## src/phy_mgmt_pkg.sv

```systemverilog
// shared constants and types for the phy management event, diagnostic and led registers
// How it works
// - receive error sets event bit 6, held until a read clears it.
// - new page from partner during negotiation sets event bit 5.
// - parallel detection fault during negotiation sets event bit 4.
// - burst with partner acknowledge bit during negotiation sets event bit 3.
// - link going good to failed sets event bit 2; failed to good does not.
// - partner signalling remote fault sets event bit 1.
// - successful end of negotiation sets event bit 0.
// - any read of the event register clears the eight low event flags, except a flag whose event arrives in the same cycle.
// - upper byte enables let matching low byte flags raise the phy interrupt.
// - read-only diagnostic register, reset zero, reports last negotiation outcome.
// - writable transceiver gain register, reset with only bit 14 set.
// - bits 7:4 of led register pick second lamp source, reset 0x1.
// - bits 3:0 of led register pick first lamp source, reset 0x0.
// - source codes: link, activity, 100 mode, 10 mode, duplex, link blink; 2-4 reserved.
// - led register upper byte reads zero; software preserves it.
// - led register writable, resets to 0x0010.
package phy_mgmt_pkg;

  // register addresses on the management port
  localparam logic [4:0] ADDR_EVENT = 5'h11;
  localparam logic [4:0] ADDR_DIAG = 5'h12;
  localparam logic [4:0] ADDR_GAIN = 5'h13;
  localparam logic [4:0] ADDR_LED = 5'h17;

  // event flag positions in the low byte
  localparam int BIT_JABBER = 7;
  localparam int BIT_RX_ERROR = 6;
  localparam int BIT_PAGE = 5;
  localparam int BIT_PAR_FAULT = 4;
  localparam int BIT_PARTNER_ACK = 3;
  localparam int BIT_LINK_CHANGE = 2;
  localparam int BIT_REMOTE_FAULT = 1;
  localparam int BIT_NEG_DONE = 0;
  localparam int FLAG_W = 8;

  // diagnostic field positions
  localparam int DIAG_NEG_FAIL = 12;
  localparam int DIAG_DUPLEX = 11;
  localparam int DIAG_RATE = 10;
  localparam int DIAG_RX_SIGNAL = 9;
  localparam int DIAG_RX_LOCK = 8;

  // reset values
  localparam logic [15:0] GAIN_RESET = 16'h4000;
  localparam logic [7:0] LED_RESET = 8'h10;
  localparam logic [7:0] ENABLE_RESET = 8'h00;
  localparam logic [7:0] FLAG_RESET = 8'h00;
  localparam logic [15:0] RDATA_ZERO = 16'h0000;

  // lamp source codes
  localparam int LED_FIELD_W = 4;
  localparam int LAMP_COUNT = 2;
  localparam logic [3:0] LED_SRC_LINK = 4'h0;
  localparam logic [3:0] LED_SRC_ACTIVITY = 4'h1;
  localparam logic [3:0] LED_SRC_RSVD2 = 4'h2;
  localparam logic [3:0] LED_SRC_100 = 4'h5;
  localparam logic [3:0] LED_SRC_10 = 4'h6;
  localparam logic [3:0] LED_SRC_DUPLEX = 4'h7;
  localparam logic [3:0] LED_SRC_LINK_BLINK = 4'h8;

  // blink half period for the link-blink source
  localparam int CLK_KHZ = 20000;
  localparam int BLINK_HALF_MS = 50;
  localparam int BLINK_HALF_CYCLES = BLINK_HALF_MS * CLK_KHZ;

  // event pulses from the receive, link and negotiation logic
  typedef struct packed {
    logic jabber;
    logic rx_error;
    logic page_received;
    logic parallel_fault;
    logic partner_ack;
    logic remote_fault;
    logic negotiation_done;
  } phy_events_t;

  // live link state levels
  typedef struct packed {
    logic link_ok;
    logic activity;
    logic speed_100;
    logic speed_10;
    logic full_duplex;
  } link_state_t;

  // negotiation outcome levels
  typedef struct packed {
    logic neg_failed;
    logic best_duplex;
    logic best_rate;
    logic rx_signal;
    logic rx_lock;
  } diag_state_t;

endpackage : phy_mgmt_pkg

```

## src/led_source_mux.sv

```systemverilog
// lamp source selector for one status lamp
`timescale 1ns/1ps
module led_source_mux
(
  // source choice
  input wire logic [3:0] sel,
  // link state and blink phase
  input wire phy_mgmt_pkg::link_state_t link,
  input wire logic blink_phase,
  // chosen lamp level
  output logic lamp_on
);

  // decode the source code, reserved codes keep the lamp dark
  wire is_link = (sel == phy_mgmt_pkg::LED_SRC_LINK);
  wire is_act = (sel == phy_mgmt_pkg::LED_SRC_ACTIVITY);
  wire is_100 = (sel == phy_mgmt_pkg::LED_SRC_100);
  wire is_10 = (sel == phy_mgmt_pkg::LED_SRC_10);
  wire is_dup = (sel == phy_mgmt_pkg::LED_SRC_DUPLEX);
  wire is_blink = (sel == phy_mgmt_pkg::LED_SRC_LINK_BLINK);
  wire blink_level = link.link_ok & ~(link.activity & blink_phase);

  // select one source
  assign lamp_on = (is_link & link.link_ok) | (is_act & link.activity) | (is_100 & link.speed_100)
                 | (is_10 & link.speed_10) | (is_dup & link.full_duplex) | (is_blink & blink_level);

endmodule : led_source_mux

```

## src/phy_mgmt_event_diag_led_regs.sv

```systemverilog
// phy management event flags, diagnostic, gain and lamp source registers
`timescale 1ns/1ps
module phy_mgmt_event_diag_led_regs
#(
  parameter int BLINK_HALF_CYCLES = phy_mgmt_pkg::BLINK_HALF_CYCLES
)
(
  // clock and reset
  input wire logic clk,
  input wire logic sys_rst,
  // management port
  input wire logic [4:0] mgmt_addr,
  input wire logic mgmt_rd,
  input wire logic mgmt_wr,
  input wire logic [15:0] mgmt_wdata,
  output logic [15:0] mgmt_rdata,
  output logic mgmt_rvalid,
  // phy side status
  input wire phy_mgmt_pkg::phy_events_t events,
  input wire phy_mgmt_pkg::link_state_t link,
  input wire phy_mgmt_pkg::diag_state_t diag,
  // interrupt toward the mac, raised only by flags whose enable bit is set
  output logic phy_irq,
  // transceiver gain setting
  output logic [15:0] tx_gain_setting,
  // status lamps
  output logic status_lamp_a,
  output logic status_lamp_b
);

  localparam int BLINK_W = $clog2(BLINK_HALF_CYCLES + 1);
  localparam logic [BLINK_W-1:0] BLINK_LAST = BLINK_W'(BLINK_HALF_CYCLES - 1);
  localparam logic [BLINK_W-1:0] BLINK_ZERO = '0;

  // register state
  logic [7:0] event_flags;
  logic [7:0] irq_enable;
  logic [15:0] gain;
  logic [7:0] led_cfg;
  logic neg_fail_flag;
  phy_mgmt_pkg::diag_state_t diag_live;
  logic link_q;
  logic [BLINK_W-1:0] blink_cnt;
  logic blink_phase;

  // address decode
  wire sel_event = (mgmt_addr == phy_mgmt_pkg::ADDR_EVENT);
  wire sel_diag = (mgmt_addr == phy_mgmt_pkg::ADDR_DIAG);
  wire sel_gain = (mgmt_addr == phy_mgmt_pkg::ADDR_GAIN);
  wire sel_led = (mgmt_addr == phy_mgmt_pkg::ADDR_LED);
  wire rd_event = mgmt_rd & sel_event;
  wire rd_diag = mgmt_rd & sel_diag;
  wire wr_event = mgmt_wr & sel_event;
  wire wr_gain = mgmt_wr & sel_gain;
  wire wr_led = mgmt_wr & sel_led;

  // link failure edge, a rise does nothing
  wire link_fall = link_q & ~link.link_ok;

  // event hits mapped to their flag positions
  wire [7:0] event_hits;
  assign event_hits[phy_mgmt_pkg::BIT_JABBER] = events.jabber;
  assign event_hits[phy_mgmt_pkg::BIT_RX_ERROR] = events.rx_error;
  assign event_hits[phy_mgmt_pkg::BIT_PAGE] = events.page_received;
  assign event_hits[phy_mgmt_pkg::BIT_PAR_FAULT] = events.parallel_fault;
  assign event_hits[phy_mgmt_pkg::BIT_PARTNER_ACK] = events.partner_ack;
  assign event_hits[phy_mgmt_pkg::BIT_LINK_CHANGE] = link_fall;
  assign event_hits[phy_mgmt_pkg::BIT_REMOTE_FAULT] = events.remote_fault;
  assign event_hits[phy_mgmt_pkg::BIT_NEG_DONE] = events.negotiation_done;

  // read clears, a new event in the same cycle wins
  wire [7:0] flag_keep = rd_event ? phy_mgmt_pkg::FLAG_RESET : event_flags;
  wire [7:0] next_flags = flag_keep | event_hits;
  wire next_neg_fail = (neg_fail_flag & ~rd_diag) | diag.neg_failed;

  // enables gate flags onto the interrupt
  wire next_irq = |(next_flags & irq_enable);

  // read views of each register
  wire [15:0] event_view = {irq_enable, event_flags};
  wire [15:0] diag_view = ({15'h0000, neg_fail_flag} << phy_mgmt_pkg::DIAG_NEG_FAIL)
                        | ({15'h0000, diag_live.best_duplex} << phy_mgmt_pkg::DIAG_DUPLEX)
                        | ({15'h0000, diag_live.best_rate} << phy_mgmt_pkg::DIAG_RATE)
                        | ({15'h0000, diag_live.rx_signal} << phy_mgmt_pkg::DIAG_RX_SIGNAL)
                        | ({15'h0000, diag_live.rx_lock} << phy_mgmt_pkg::DIAG_RX_LOCK);
  wire [15:0] led_view = {8'h00, led_cfg};

  // read data select, unmapped addresses read zero
  wire [15:0] next_rdata = sel_event ? event_view :
                           sel_diag ? diag_view :
                           sel_gain ? gain :
                           sel_led ? led_view : phy_mgmt_pkg::RDATA_ZERO;

  // blink counter wrap
  wire blink_wrap = (blink_cnt == BLINK_LAST);
  wire [BLINK_W-1:0] next_blink_cnt = blink_wrap ? BLINK_ZERO : blink_cnt + BLINK_W'(1);

  // lamp source selection per lamp
  wire [phy_mgmt_pkg::LAMP_COUNT-1:0] next_lamp;
  genvar gi;
  generate
    for (gi = 0; gi < phy_mgmt_pkg::LAMP_COUNT; gi = gi + 1)
    begin : g_lamp
      led_source_mux u_mux
      (
        .sel(led_cfg[gi*phy_mgmt_pkg::LED_FIELD_W +: phy_mgmt_pkg::LED_FIELD_W]),
        .link(link),
        .blink_phase(blink_phase),
        .lamp_on(next_lamp[gi])
      );
    end
  endgenerate

  // event flags and interrupt; low byte writes are ignored
  always_ff @(posedge clk)
  begin
    if (sys_rst)
    begin
      event_flags <= phy_mgmt_pkg::FLAG_RESET;
      phy_irq <= 1'b0;
      link_q <= 1'b0;
    end
    else
    begin
      event_flags <= next_flags;
      phy_irq <= next_irq;
      link_q <= link.link_ok;
    end
  end

  // writable control registers
  always_ff @(posedge clk)
  begin
    if (sys_rst)
    begin
      irq_enable <= phy_mgmt_pkg::ENABLE_RESET;
      gain <= phy_mgmt_pkg::GAIN_RESET;
      led_cfg <= phy_mgmt_pkg::LED_RESET;
    end
    else
    begin
      if (wr_event)
        irq_enable <= mgmt_wdata[15:8];
      if (wr_gain)
        gain <= mgmt_wdata;
      if (wr_led)
        led_cfg <= mgmt_wdata[7:0];
    end
  end

  // diagnostic capture, no write path exists
  always_ff @(posedge clk)
  begin
    if (sys_rst)
    begin
      neg_fail_flag <= 1'b0;
      diag_live <= '0;
    end
    else
    begin
      neg_fail_flag <= next_neg_fail;
      diag_live <= diag;
    end
  end

  // read answer one cycle after the strobe
  always_ff @(posedge clk)
  begin
    if (sys_rst)
    begin
      mgmt_rdata <= phy_mgmt_pkg::RDATA_ZERO;
      mgmt_rvalid <= 1'b0;
    end
    else
    begin
      mgmt_rvalid <= mgmt_rd;
      if (mgmt_rd)
        mgmt_rdata <= next_rdata;
    end
  end

  // blink phase generator
  always_ff @(posedge clk)
  begin
    if (sys_rst)
    begin
      blink_cnt <= BLINK_ZERO;
      blink_phase <= 1'b0;
    end
    else
    begin
      blink_cnt <= next_blink_cnt;
      if (blink_wrap)
        blink_phase <= ~blink_phase;
    end
  end

  // registered lamp and gain outputs
  always_ff @(posedge clk)
  begin
    if (sys_rst)
    begin
      status_lamp_a <= 1'b0;
      status_lamp_b <= 1'b0;
      tx_gain_setting <= phy_mgmt_pkg::GAIN_RESET;
    end
    else
    begin
      status_lamp_a <= next_lamp[0];
      status_lamp_b <= next_lamp[1];
      tx_gain_setting <= gain;
    end
  end
endmodule : phy_mgmt_event_diag_led_regs

```

## config.mk

```make
export PLATFORM = sky130hd
export DESIGN_NAME = phy_mgmt_event_diag_led_regs
export DESIGN_NICKNAME = d
export VERILOG_FILES = /design/src/phy_mgmt_pkg.sv /design/src/led_source_mux.sv /design/src/phy_mgmt_event_diag_led_regs.sv
export SDC_FILE = /design/constraint.sdc
export NUM_CORES = 1
export LEC_CHECK = 0
export BUFFER_PORTS_ARGS = -buffer_cell sky130_fd_sc_hd__buf_2
export CAP_MARGIN = 40
export CORE_UTILIZATION = 30
export DETAILED_ROUTE_END_ITERATION = 6
export GPL_TIMING_DRIVEN = 0
export SYNTH_ARGS = -nofsm -noshare
export SYNTH_HDL_FRONTEND = slang
export SYNTH_HIERARCHICAL = 1
export SYNTH_SLANG_ARGS = --single-unit
```

## constraint.sdc

```tcl
create_clock -name clk -period 2.6 [get_ports clk]
set_input_delay 0.26 -clock clk [delete_from_list [all_inputs] [get_ports clk]]
set_output_delay 0.26 -clock clk [all_outputs]
set_load 0.1 [all_outputs]
```

==> out/metrics.csv, run 1 <==
metric;value;unit
DP Area;0.00461;mm^2
CTS hold repair buffers;0;
fin crit period;2100;ps
Final setup viols;0;
status;complete, no violations;
Cells after DPL;704;
crit end category;flip-flop;
register area share after synthesis;0.514;
Unique masters post-synth;45;
GPL Wtd Cong;0.824;
CP startpoint kind;flip-flop;
FFs w/ async S/R, synth;0;
Die ar.;0.0138;mm^2
most frequent cells in the layout;dfxtp_1 (103), buf_2 (77), nand2_1 (62);
WL final;11100;um
max incr delay on CP;580;ps
IO buf count;77;
NumNets Final;586;
Leak;1.80;nW
register area;0.00206;mm^2
share of layout cells above drive strength 1;0.179;
P&R area growth vs syn;22.4;%
worst endpoint data arrival time;2340;ps
cell family with most CP delay;simple AND/OR/NAND/NOR gates;
DRT iter0 DRCs;318;
worst-path cell chain;or4b_1 > or4_4 > o21bai_4 > buf_6 > nor2_1;
Vias/cell;5.03;
Buf/Inv on CP;1;
DRC viols;0;
cts bufs inserted;9;
overall routing resource usage;0.166;
ys flop type;dfxtp_1;
commonest non-fill, non-tap cell in the layout;dfxtp_1;
worst hold slack;127;ps
vias in the first global route;3484;
Layout Skew;5.33;ps
Clock Latency Late Sink;340;ps
Finished Cell Area;0.00491;mm^2
WP data required;2840;ps
cell area after synthesis;0.00401;mm^2
EDFF count, synth;0;
post-cts repair resize count;0;
via count;3614;
antenna viol nets, final;0;
ANT cells;0;
Fill cells;1342;
die width;118;um
critical path fanouts, max;10;
drt first pass iters;7;
first-pass GRT wire length;18000;um
pin count of the biggest net entering global routing;16;
Die Y;118;um
Max-Cap Viols;0;
Clock Tree Buf Depth;2;
synthesized flop and latch total;103;
worst min-delay path category;in2reg;
Final Hold Fails;0;
Root Buffer;clkbuf_16;
Slew @ Worst Pin;805;ps
Syn Area/Cell;8.81;um^2
Synth warnings;6;
Setup TNS;0;ps
Slew headroom;0.459;
IO Count;78;
maximum clock rate;477;MHz
H-tree depth;3;
Crit-path slowest cell;or4_4;
clock-pin slew on the worst setup and hold paths;70;ps
WS Path Type;reg2reg;
Overflow after GRT;0;
Non-Filler Instances;718;
initial antenna violation count;0;
GR peak layer;met2;
Core Area;0.0128;mm^2
Post-CTS Setup Bufs;0;
Initial Util;0.313;
period utilisation layout;0.807;
post-layout util;0.383;
VDD IR max;0.328;mV
Slew Limit Fails;0;
RSZ-0062 raised after global routing;false;
CTS tree;yes;
wire per inst;15.5;um
met1 Resource Use GR;0.214;
CTS sink count;103;
# rows;41;
multi-input logic area;0.00180;mm^2
met2 Use GR;0.263;
detailed-placement wirelength estimate;8350;um
Post-Syn Instances;455;
synthesized net count;498;
GR Util met3;0.0397;
PwrDens;673;mW/mm^2
## registers in the layout, summed over array words and instances, names as in the netlist
| register | cells |
|---|---|
| mgmt_rdata | 16 |
| irq_enable | 8 |
| blink_phase | 1 |
| status_lamp_a | 1 |
| blink_cnt | 20 |
| tx_gain_setting | 16 |
| diag_live | 4 |
| link_q | 1 |
| status_lamp_b | 1 |
| mgmt_rvalid | 1 |
| event_flags | 8 |
| gain | 16 |
| led_cfg | 8 |
| phy_irq | 1 |
| neg_fail_flag | 1 |
## power by group
part | switching (mW) | leakage [nW] | internal [mW]
combinational | 0.231 | 0.810 | 0.0768
clock | 0.563 | 0.147 | 0.788
sequential | 0.0254 | 0.839 | 1.62
total | 0.819 | 1.80 | 2.48
## stage by stage
step | setup WS (ps) | power (mW)
finish | 502 | 3.30
global route | 388 | 3.41
floorplan | 669 | 1.88
CTS | 486 | 3.33
detailed placement | 330 | 1.98
global placement | 355 | 1.98
## path summary, 6_finish.rpt
check | startpoint | to | slack, ps | depth (start not counted)
min reg2reg | blink_cnt[0] | blink_cnt[0] | 470 | 1
max reg2reg | blink_cnt[12] | blink_cnt[7] | 500 | 5
min | diag[2] | diag_live[2] | 130 | 2
max | blink_cnt[12] | blink_cnt[7] | 500 | 5
## cell families (layout without fill, tap and decap cells)
| group | Yosys count | in the layout | synth area share |
|---|---|---|---|
| AOI/OAI and AO/OA | 105 | 105 | 0.174 |
| adders and majority gates | 1 | 1 | 0.00312 |
| DFF | 103 | 103 | 0.514 |
| muxes | 2 | 2 | 0.00499 |
| xor gates and xnor gates | 11 | 11 | 0.0240 |
| buffers and inverters | 36 | 127 | 0.0356 |
| and+or+nand+nor | 197 | 197 | 0.243 |
## worst reg2reg max path, cell delays in order (launching register included)
cell and delay (ps):
dfxtp_1 360, or4b_1 540, or4_4 580, o21bai_4 280, buf_6 180, nor2_1 50
## cell type report
| cell class | instances | area share |
|---|---|---|
| Sequential cell | 103 | 0.420 |
| Multi-Input combinational cell | 316 | 0.368 |
| Timing Repair Buffer | 77 | 0.0786 |
| Clock buffer | 11 | 0.0515 |
| Tap cell | 172 | 0.0439 |
| Buffer | 28 | 0.0230 |
| Clock inverter | 3 | 0.00893 |
| Inverter | 8 | 0.00612 |
## synth_stat cells (all sizes together), types with 2 or more instances
library cell	n	area (um^2)
or2	2	12.5
xor2	3	26.3
a311oi	5	43.8
a22oi	10	75.1
and3	3	18.8
nor2b	24	150
nand2b	2	12.5
o21ai	9	45.0
a31oi	2	12.5
nor4	3	18.8
nand3	30	150
nand4b	2	17.5
clkbuf	25	93.8
nand2	62	233
nand3b	2	15.0
nor2	42	158
xnor2	8	70.1
dfxtp	103	2060
a21oi	46	230
o31ai	5	37.5
or4b	2	20.0
inv	8	30.0
or4	4	33.8
buf	3	18.8
a211oi	12	90.1
nor3	2	10.0
mux2i	2	20.0
or3	7	43.8
and4	3	26.3
a221o	2	20.0
a222oi	10	100
## metal layers
layer,vias up,part of all wire
li1,1792,-
met1,1681,0.45
met2,122,0.45
met3,19,0.069
met4,0,0.024
met5,-,0
Note: power is estimated with default switching activity, not from simulation.
==> run 2, diff against run 1 <==
clock period = 1.77 ns   (was 2.6 ns; I/O delays follow)
==> out/metrics.csv, run 2 (same netlist as run 1, synthesis figures left out) <==
metric;value;unit;change
Slew headroom;0.616;;was 0.459
Die ar.;0.0138;mm^2;unchanged
overall routing resource usage;0.166;;about the same
post-layout util;0.393;;was 0.383
Die Y;118;um;unchanged
Clock Latency Late Sink;340;ps;about the same
Final setup viols;20;;was 0
share of layout cells above drive strength 1;0.229;;was 0.179
detailed-placement wirelength estimate;8190;um;was 8350 um
Post-Place Worst Slack;-462;ps;was 330 ps
Max-Cap Viols;0;;unchanged
first-pass GRT wire length;18100;um;was 18000 um
commonest non-fill, non-tap cell in the layout;dfxtp_1;;unchanged
Cells after DPL;704;;unchanged
wire per inst;15.4;um;was 15.5 um
WS Path Type;reg2reg;;unchanged
ANT cells;0;;unchanged
crit end category;flip-flop;;unchanged
post-route setup slack;-147;ps;was 502 ps
Min-Delay Startpoint;diag[0];;was diag[2]
P&R area growth vs syn;25.7;%;was 22.4%
DRC viols;1;;was 0
maximum clock rate;522;MHz;was 477 MHz
RSZ-0062 raised after global routing;true;;was false
drt first pass iters;7;;unchanged
Initial Util;0.313;;unchanged
# rows;41;;unchanged
WP data required;2040;ps;was 2840 ps
reg-to-reg slack, setup;-150;ps;was 500 ps
CP startpoint kind;flip-flop;;unchanged
Root Buffer;clkbuf_16;;unchanged
failing checks;DRC, setup timing;;
Slew @ Worst Pin;576;ps;was 805 ps
Final Hold Fails;0;;unchanged
clock-pin slew on the worst setup and hold paths;60;ps;was 70 ps
worst reg2reg startpoint;blink_cnt[11];;was blink_cnt[12]
H-tree depth;3;;unchanged
vias in the first global route;3518;;was 3484
IO buf count;77;;unchanged
Hold EP;diag_live[0];;was diag_live[2]
WL final;11200;um;was 11100 um
Core Area;0.0128;mm^2;unchanged
worst endpoint data arrival time;2190;ps;was 2340 ps
CTS sink count;103;;unchanged
CTS hold repair buffers;0;;unchanged
Leak;1.83;nW;was 1.80 nW
initial antenna violation count;0;;unchanged
max FFs per register;20;;unchanged
VDD IR max;0.489;mV;was 0.328 mV
Overflow after GRT;0;;unchanged
period utilisation layout;1.08;;was 0.807
Min-Delay Path Depth;2;;unchanged
DRT iter0 DRCs;299;;was 318
most frequent cells in the layout;dfxtp_1 (96), buf_2 (77), nand2_1 (62);;was dfxtp_1 (103), buf_2 (77), nand2_1 (62)
fin crit period;1920;ps;was 2100 ps
critical path fanouts, max;3;;was 10
Top reg by flops;blink_cnt;;unchanged
CTS tree;yes;;unchanged
status;finished with violations;;was complete, no violations
Slew Limit Fails;0;;unchanged
Layout Skew;3.46;ps;was 5.33 ps
cts bufs inserted;9;;unchanged
Non-Filler Instances;723;;was 718
IO Count;78;;unchanged
total power;4.88;mW;was 3.30 mW
worst min-delay path category;in2reg;;unchanged
via count;3586;;was 3614
Vias/cell;4.96;;was 5.03
worst r2r path cells;4;;was 5
die width;118;um;unchanged
worst hold slack;41.4;ps;was 127 ps
antenna viol nets, final;0;;unchanged
pin count of the biggest net entering global routing;16;;unchanged
PwrDens;969;mW/mm^2;was 673 mW/mm^2
Clock Tree Buf Depth;2;;unchanged
GPL Wtd Cong;0.817;;was 0.824
R2R Path End;blink_phase;;was blink_cnt[7]
NumNets Final;589;;was 586
## run 2: worst max path at each step
stage | start | end | slack [ps] | cells past startpoint
2_1_floorplan | blink_cnt[8] | blink_cnt[8] | -140 | 5
3_5_place_dp | mgmt_addr[2] | mgmt_rdata[9] | -460 | 7
6_report | blink_cnt[11] | blink_phase | -150 | 4
5_1_grt | blink_cnt[11] | blink_cnt[11] | -190 | 5
3_3_place_gp | mgmt_addr[2] | mgmt_rdata[11] | -390 | 7
4_1_cts | blink_cnt[12] | blink_phase | -140 | 4
## run 2: what timing repair did
action,4_1_cts,5_1_grt
setup endpoints to repair,29,42
gates resized for setup,14,15
setup buffers,4,0
pin swaps,4,0
## run 2: where the power goes
group          switching, mW  leakage, nW  internal (mW)  total, mW
sequential            0.0364        0.842           2.37       2.41
combinational          0.344        0.842          0.120      0.464
clock                  0.833        0.147           1.18       2.01
## run 2: cell type report
cell class	count	area, um^2
Buffer	27	116
Sequential cell	103	2070
Inverter	8	30.0
Timing Repair Buffer	81	428
Clock buffer	14	264
Clock inverter	2	38.8
Fill cell	1320	7780
Tap cell	172	215
Multi-Input combinational cell	316	1880
## run 2: through the flow
step           area [um^2]  TNS, ps
2_1_floorplan         4010    -1520
3_3_place_gp          4610   -10730
3_5_place_dp          4610   -12920
4_1_cts               5000    -2390
5_1_grt               5040    -3570
6_report              5040    -2430
## run 2: per-layer routing
metal  track usage  vias to the layer above  wire length, um
met1         0.224                     1674             5220
met2         0.266                      101             5140
met3        0.0368                       11              667
met4        0.0489                        0              136
met5             0                        -                0
li1              -                     1800                -
## run 2: critical path, stage by stage (launching register included)
cell and delay, ps:
dfxtp_2 320, or4b_4 520, or4_4 550, or3_4 340, a21oi_2 110
==> run 3, diff against run 2 <==
BUFFER_PORTS_ARGS = -buffer_cell sky130_fd_sc_hd__clkbuf_2   (was -buffer_cell sky130_fd_sc_hd__buf_2)
SLEW_MARGIN = 15   (was default)
==> out/metrics.csv, run 3 (same netlist as run 1, synthesis figures left out) <==
metric;value;unit;change
Finished Cell Area;0.00507;mm^2;was 0.00504 mm^2
cts bufs inserted;9;;unchanged
clock-pin slew on the worst setup and hold paths;70;ps;was 60 ps
P&R area growth vs syn;26.4;%;was 25.7%
Initial Util;0.313;;unchanged
VDD IR max;0.442;mV;was 0.489 mV
Clock Tree Buf Depth;2;;unchanged
status;finished with violations;;unchanged
RSZ-0062 raised after global routing;true;;unchanged
fin crit period;1920;ps;about the same
pin count of the biggest net entering global routing;17;;was 16
WS Path Type;reg2reg;;unchanged
Overflow after GRT;0;;unchanged
maximum clock rate;522;MHz;about the same
ANT cells;0;;unchanged
worst min-delay path category;in2reg;;unchanged
Die ar.;0.0138;mm^2;unchanged
IO buf count;77;;unchanged
worst endpoint data arrival time;2150;ps;was 2190 ps
Net Switching;1.24;mW;was 1.21 mW
Layout Skew;6.96;ps;was 3.46 ps
drt first pass iters;7;;unchanged
Vias/cell;5.01;;was 4.96
Core Area;0.0128;mm^2;unchanged
Max-Cap Viols;0;;unchanged
Comb pwr share;0.091;;was 0.095
vias in the first global route;3476;;was 3518
failing checks;setup timing;;was DRC, setup timing
Int Pwr;3.88;mW;was 3.67 mW
CTS sink count;103;;unchanged
Cells after DPL;704;;unchanged
Slew headroom;0.610;;was 0.616
Die Y;118;um;unchanged
wire per inst;15.6;um;was 15.4 um
Non-Filler Instances;722;;was 723
Fill cells;1318;;was 1320
share of layout cells above drive strength 1;0.229;;about the same
clock network fraction of total power;0.438;;was 0.412
first-pass GRT wire length;18100;um;about the same
H-tree depth;3;;unchanged
overall routing resource usage;0.166;;about the same
detailed-placement wirelength estimate;8160;um;was 8190 um
DRC viols;0;;was 1
GPL Wtd Cong;0.807;;was 0.817
IO Count;78;;unchanged
Top reg by flops;blink_cnt;;unchanged
crit end category;flip-flop;;unchanged
Slew @ Worst Pin;585;ps;was 576 ps
CP startpoint kind;flip-flop;;unchanged
post-layout util;0.395;;was 0.393
commonest non-fill, non-tap cell in the layout;dfxtp_1;;unchanged
Slew Limit Fails;0;;unchanged
sequential power share;0.471;;was 0.493
total power;5.12;mW;was 4.88 mW
via count;3619;;was 3586
max FFs per register;20;;unchanged
critical path fanouts, max;10;;was 3
initial antenna violation count;0;;unchanged
Sw Share;0.242;;was 0.249
PwrDens;1010;mW/mm^2;was 969 mW/mm^2
WP data required;2000;ps;was 2040 ps
antenna viol nets, final;0;;unchanged
Leak;1.83;nW;about the same
# rows;41;;unchanged
DP Area;0.00461;mm^2;unchanged
die width;118;um;unchanged
Final setup viols;20;;unchanged
period utilisation layout;1.08;;about the same
WL final;11300;um;was 11200 um
CTS tree;yes;;unchanged
Clock Latency Late Sink;340;ps;about the same
DRT iter0 DRCs;312;;was 299
most frequent cells in the layout;dfxtp_1 (96), clkbuf_2 (78), nand2_1 (62);;was dfxtp_1 (96), buf_2 (77), nand2_1 (62)
NumNets Final;588;;was 589
Final Hold Fails;0;;unchanged
post-route setup slack;-145;ps;was -147 ps
Root Buffer;clkbuf_16;;unchanged
run 3: changes by cell type in the layout (fill, tap and decap cells not counted), moves of 2 or more:
cell	change
clkbuf_2	+78
buf_2	-77
clkbuf_1	-3
a21oi_2	-2
bufinv_16	+2
clkbuf_8	-2
run 3: area by class of cell:
cell class	count	area [um^2]	area share
Buffer	26	118	0.0232
Clock buffer	11	233	0.0459
Multi-Input combinational cell	316	1870	0.368
Timing Repair Buffer	81	428	0.0844
Tap cell	172	215	0.0425
Sequential cell	103	2070	0.409
Clock inverter	5	104	0.0205
Inverter	8	30.0	0.00593
run 3: what timing repair did:
item / CTS / global route
resized for setup: 16 / 14
setup buffers: 4 / 0
pin swaps: 4 / 2
endpoints found under the setup margin: 31 / 42
hold buffers: 0 / 0
run 3: final timing paths:
kind	slack [ps]	cells after the start	startpoint	end
min reg2reg	450	1	blink_cnt[0]	blink_cnt[0]
max	-150	5	blink_cnt[11]	blink_cnt[7]
min	40	2	diag[2]	diag_live[2]
max reg2reg	-150	5	blink_cnt[11]	blink_cnt[7]
run 3: through the flow:
step	setup TNS (ps)	hold WS, ps	setup slack [ps]
finish	-2670	43.8	-145
floorplan	-1520	294	-138
detailed placement	-12470	400	-450
CTS	-2420	43.9	-138
global route	-3920	50.2	-210
global placement	-10500	386	-380
run 3: per-layer routing:
metal,part of all wire,vias up,track usage
met5,0,-,0
met4,0.018,0,0.0585
met3,0.064,14,0.0407
met2,0.46,125,0.262
met1,0.46,1688,0.220
li1,-,1792,-
run 3: power groups by stage:
| stage | clock network, mW | logic, mW | registers, mW |
|---|---|---|---|
| 3_5_place_dp | 0 | 0.453 | 2.46 |
| 4_1_cts | 2.29 | 0.463 | 2.41 |
| 3_3_place_gp | 0 | 0.447 | 2.46 |
| 5_1_grt | 2.38 | 0.493 | 2.41 |
| 6_report | 2.24 | 0.463 | 2.41 |
| 2_1_floorplan | 0 | 0.139 | 2.63 |
run 3: worst max-delay path: stages, from the launching register on:
cell and delay, ps:
dfxtp_2 320, or4b_4 520, or4_4 550, o21bai_4 190, buf_6 170, nor2_1 50
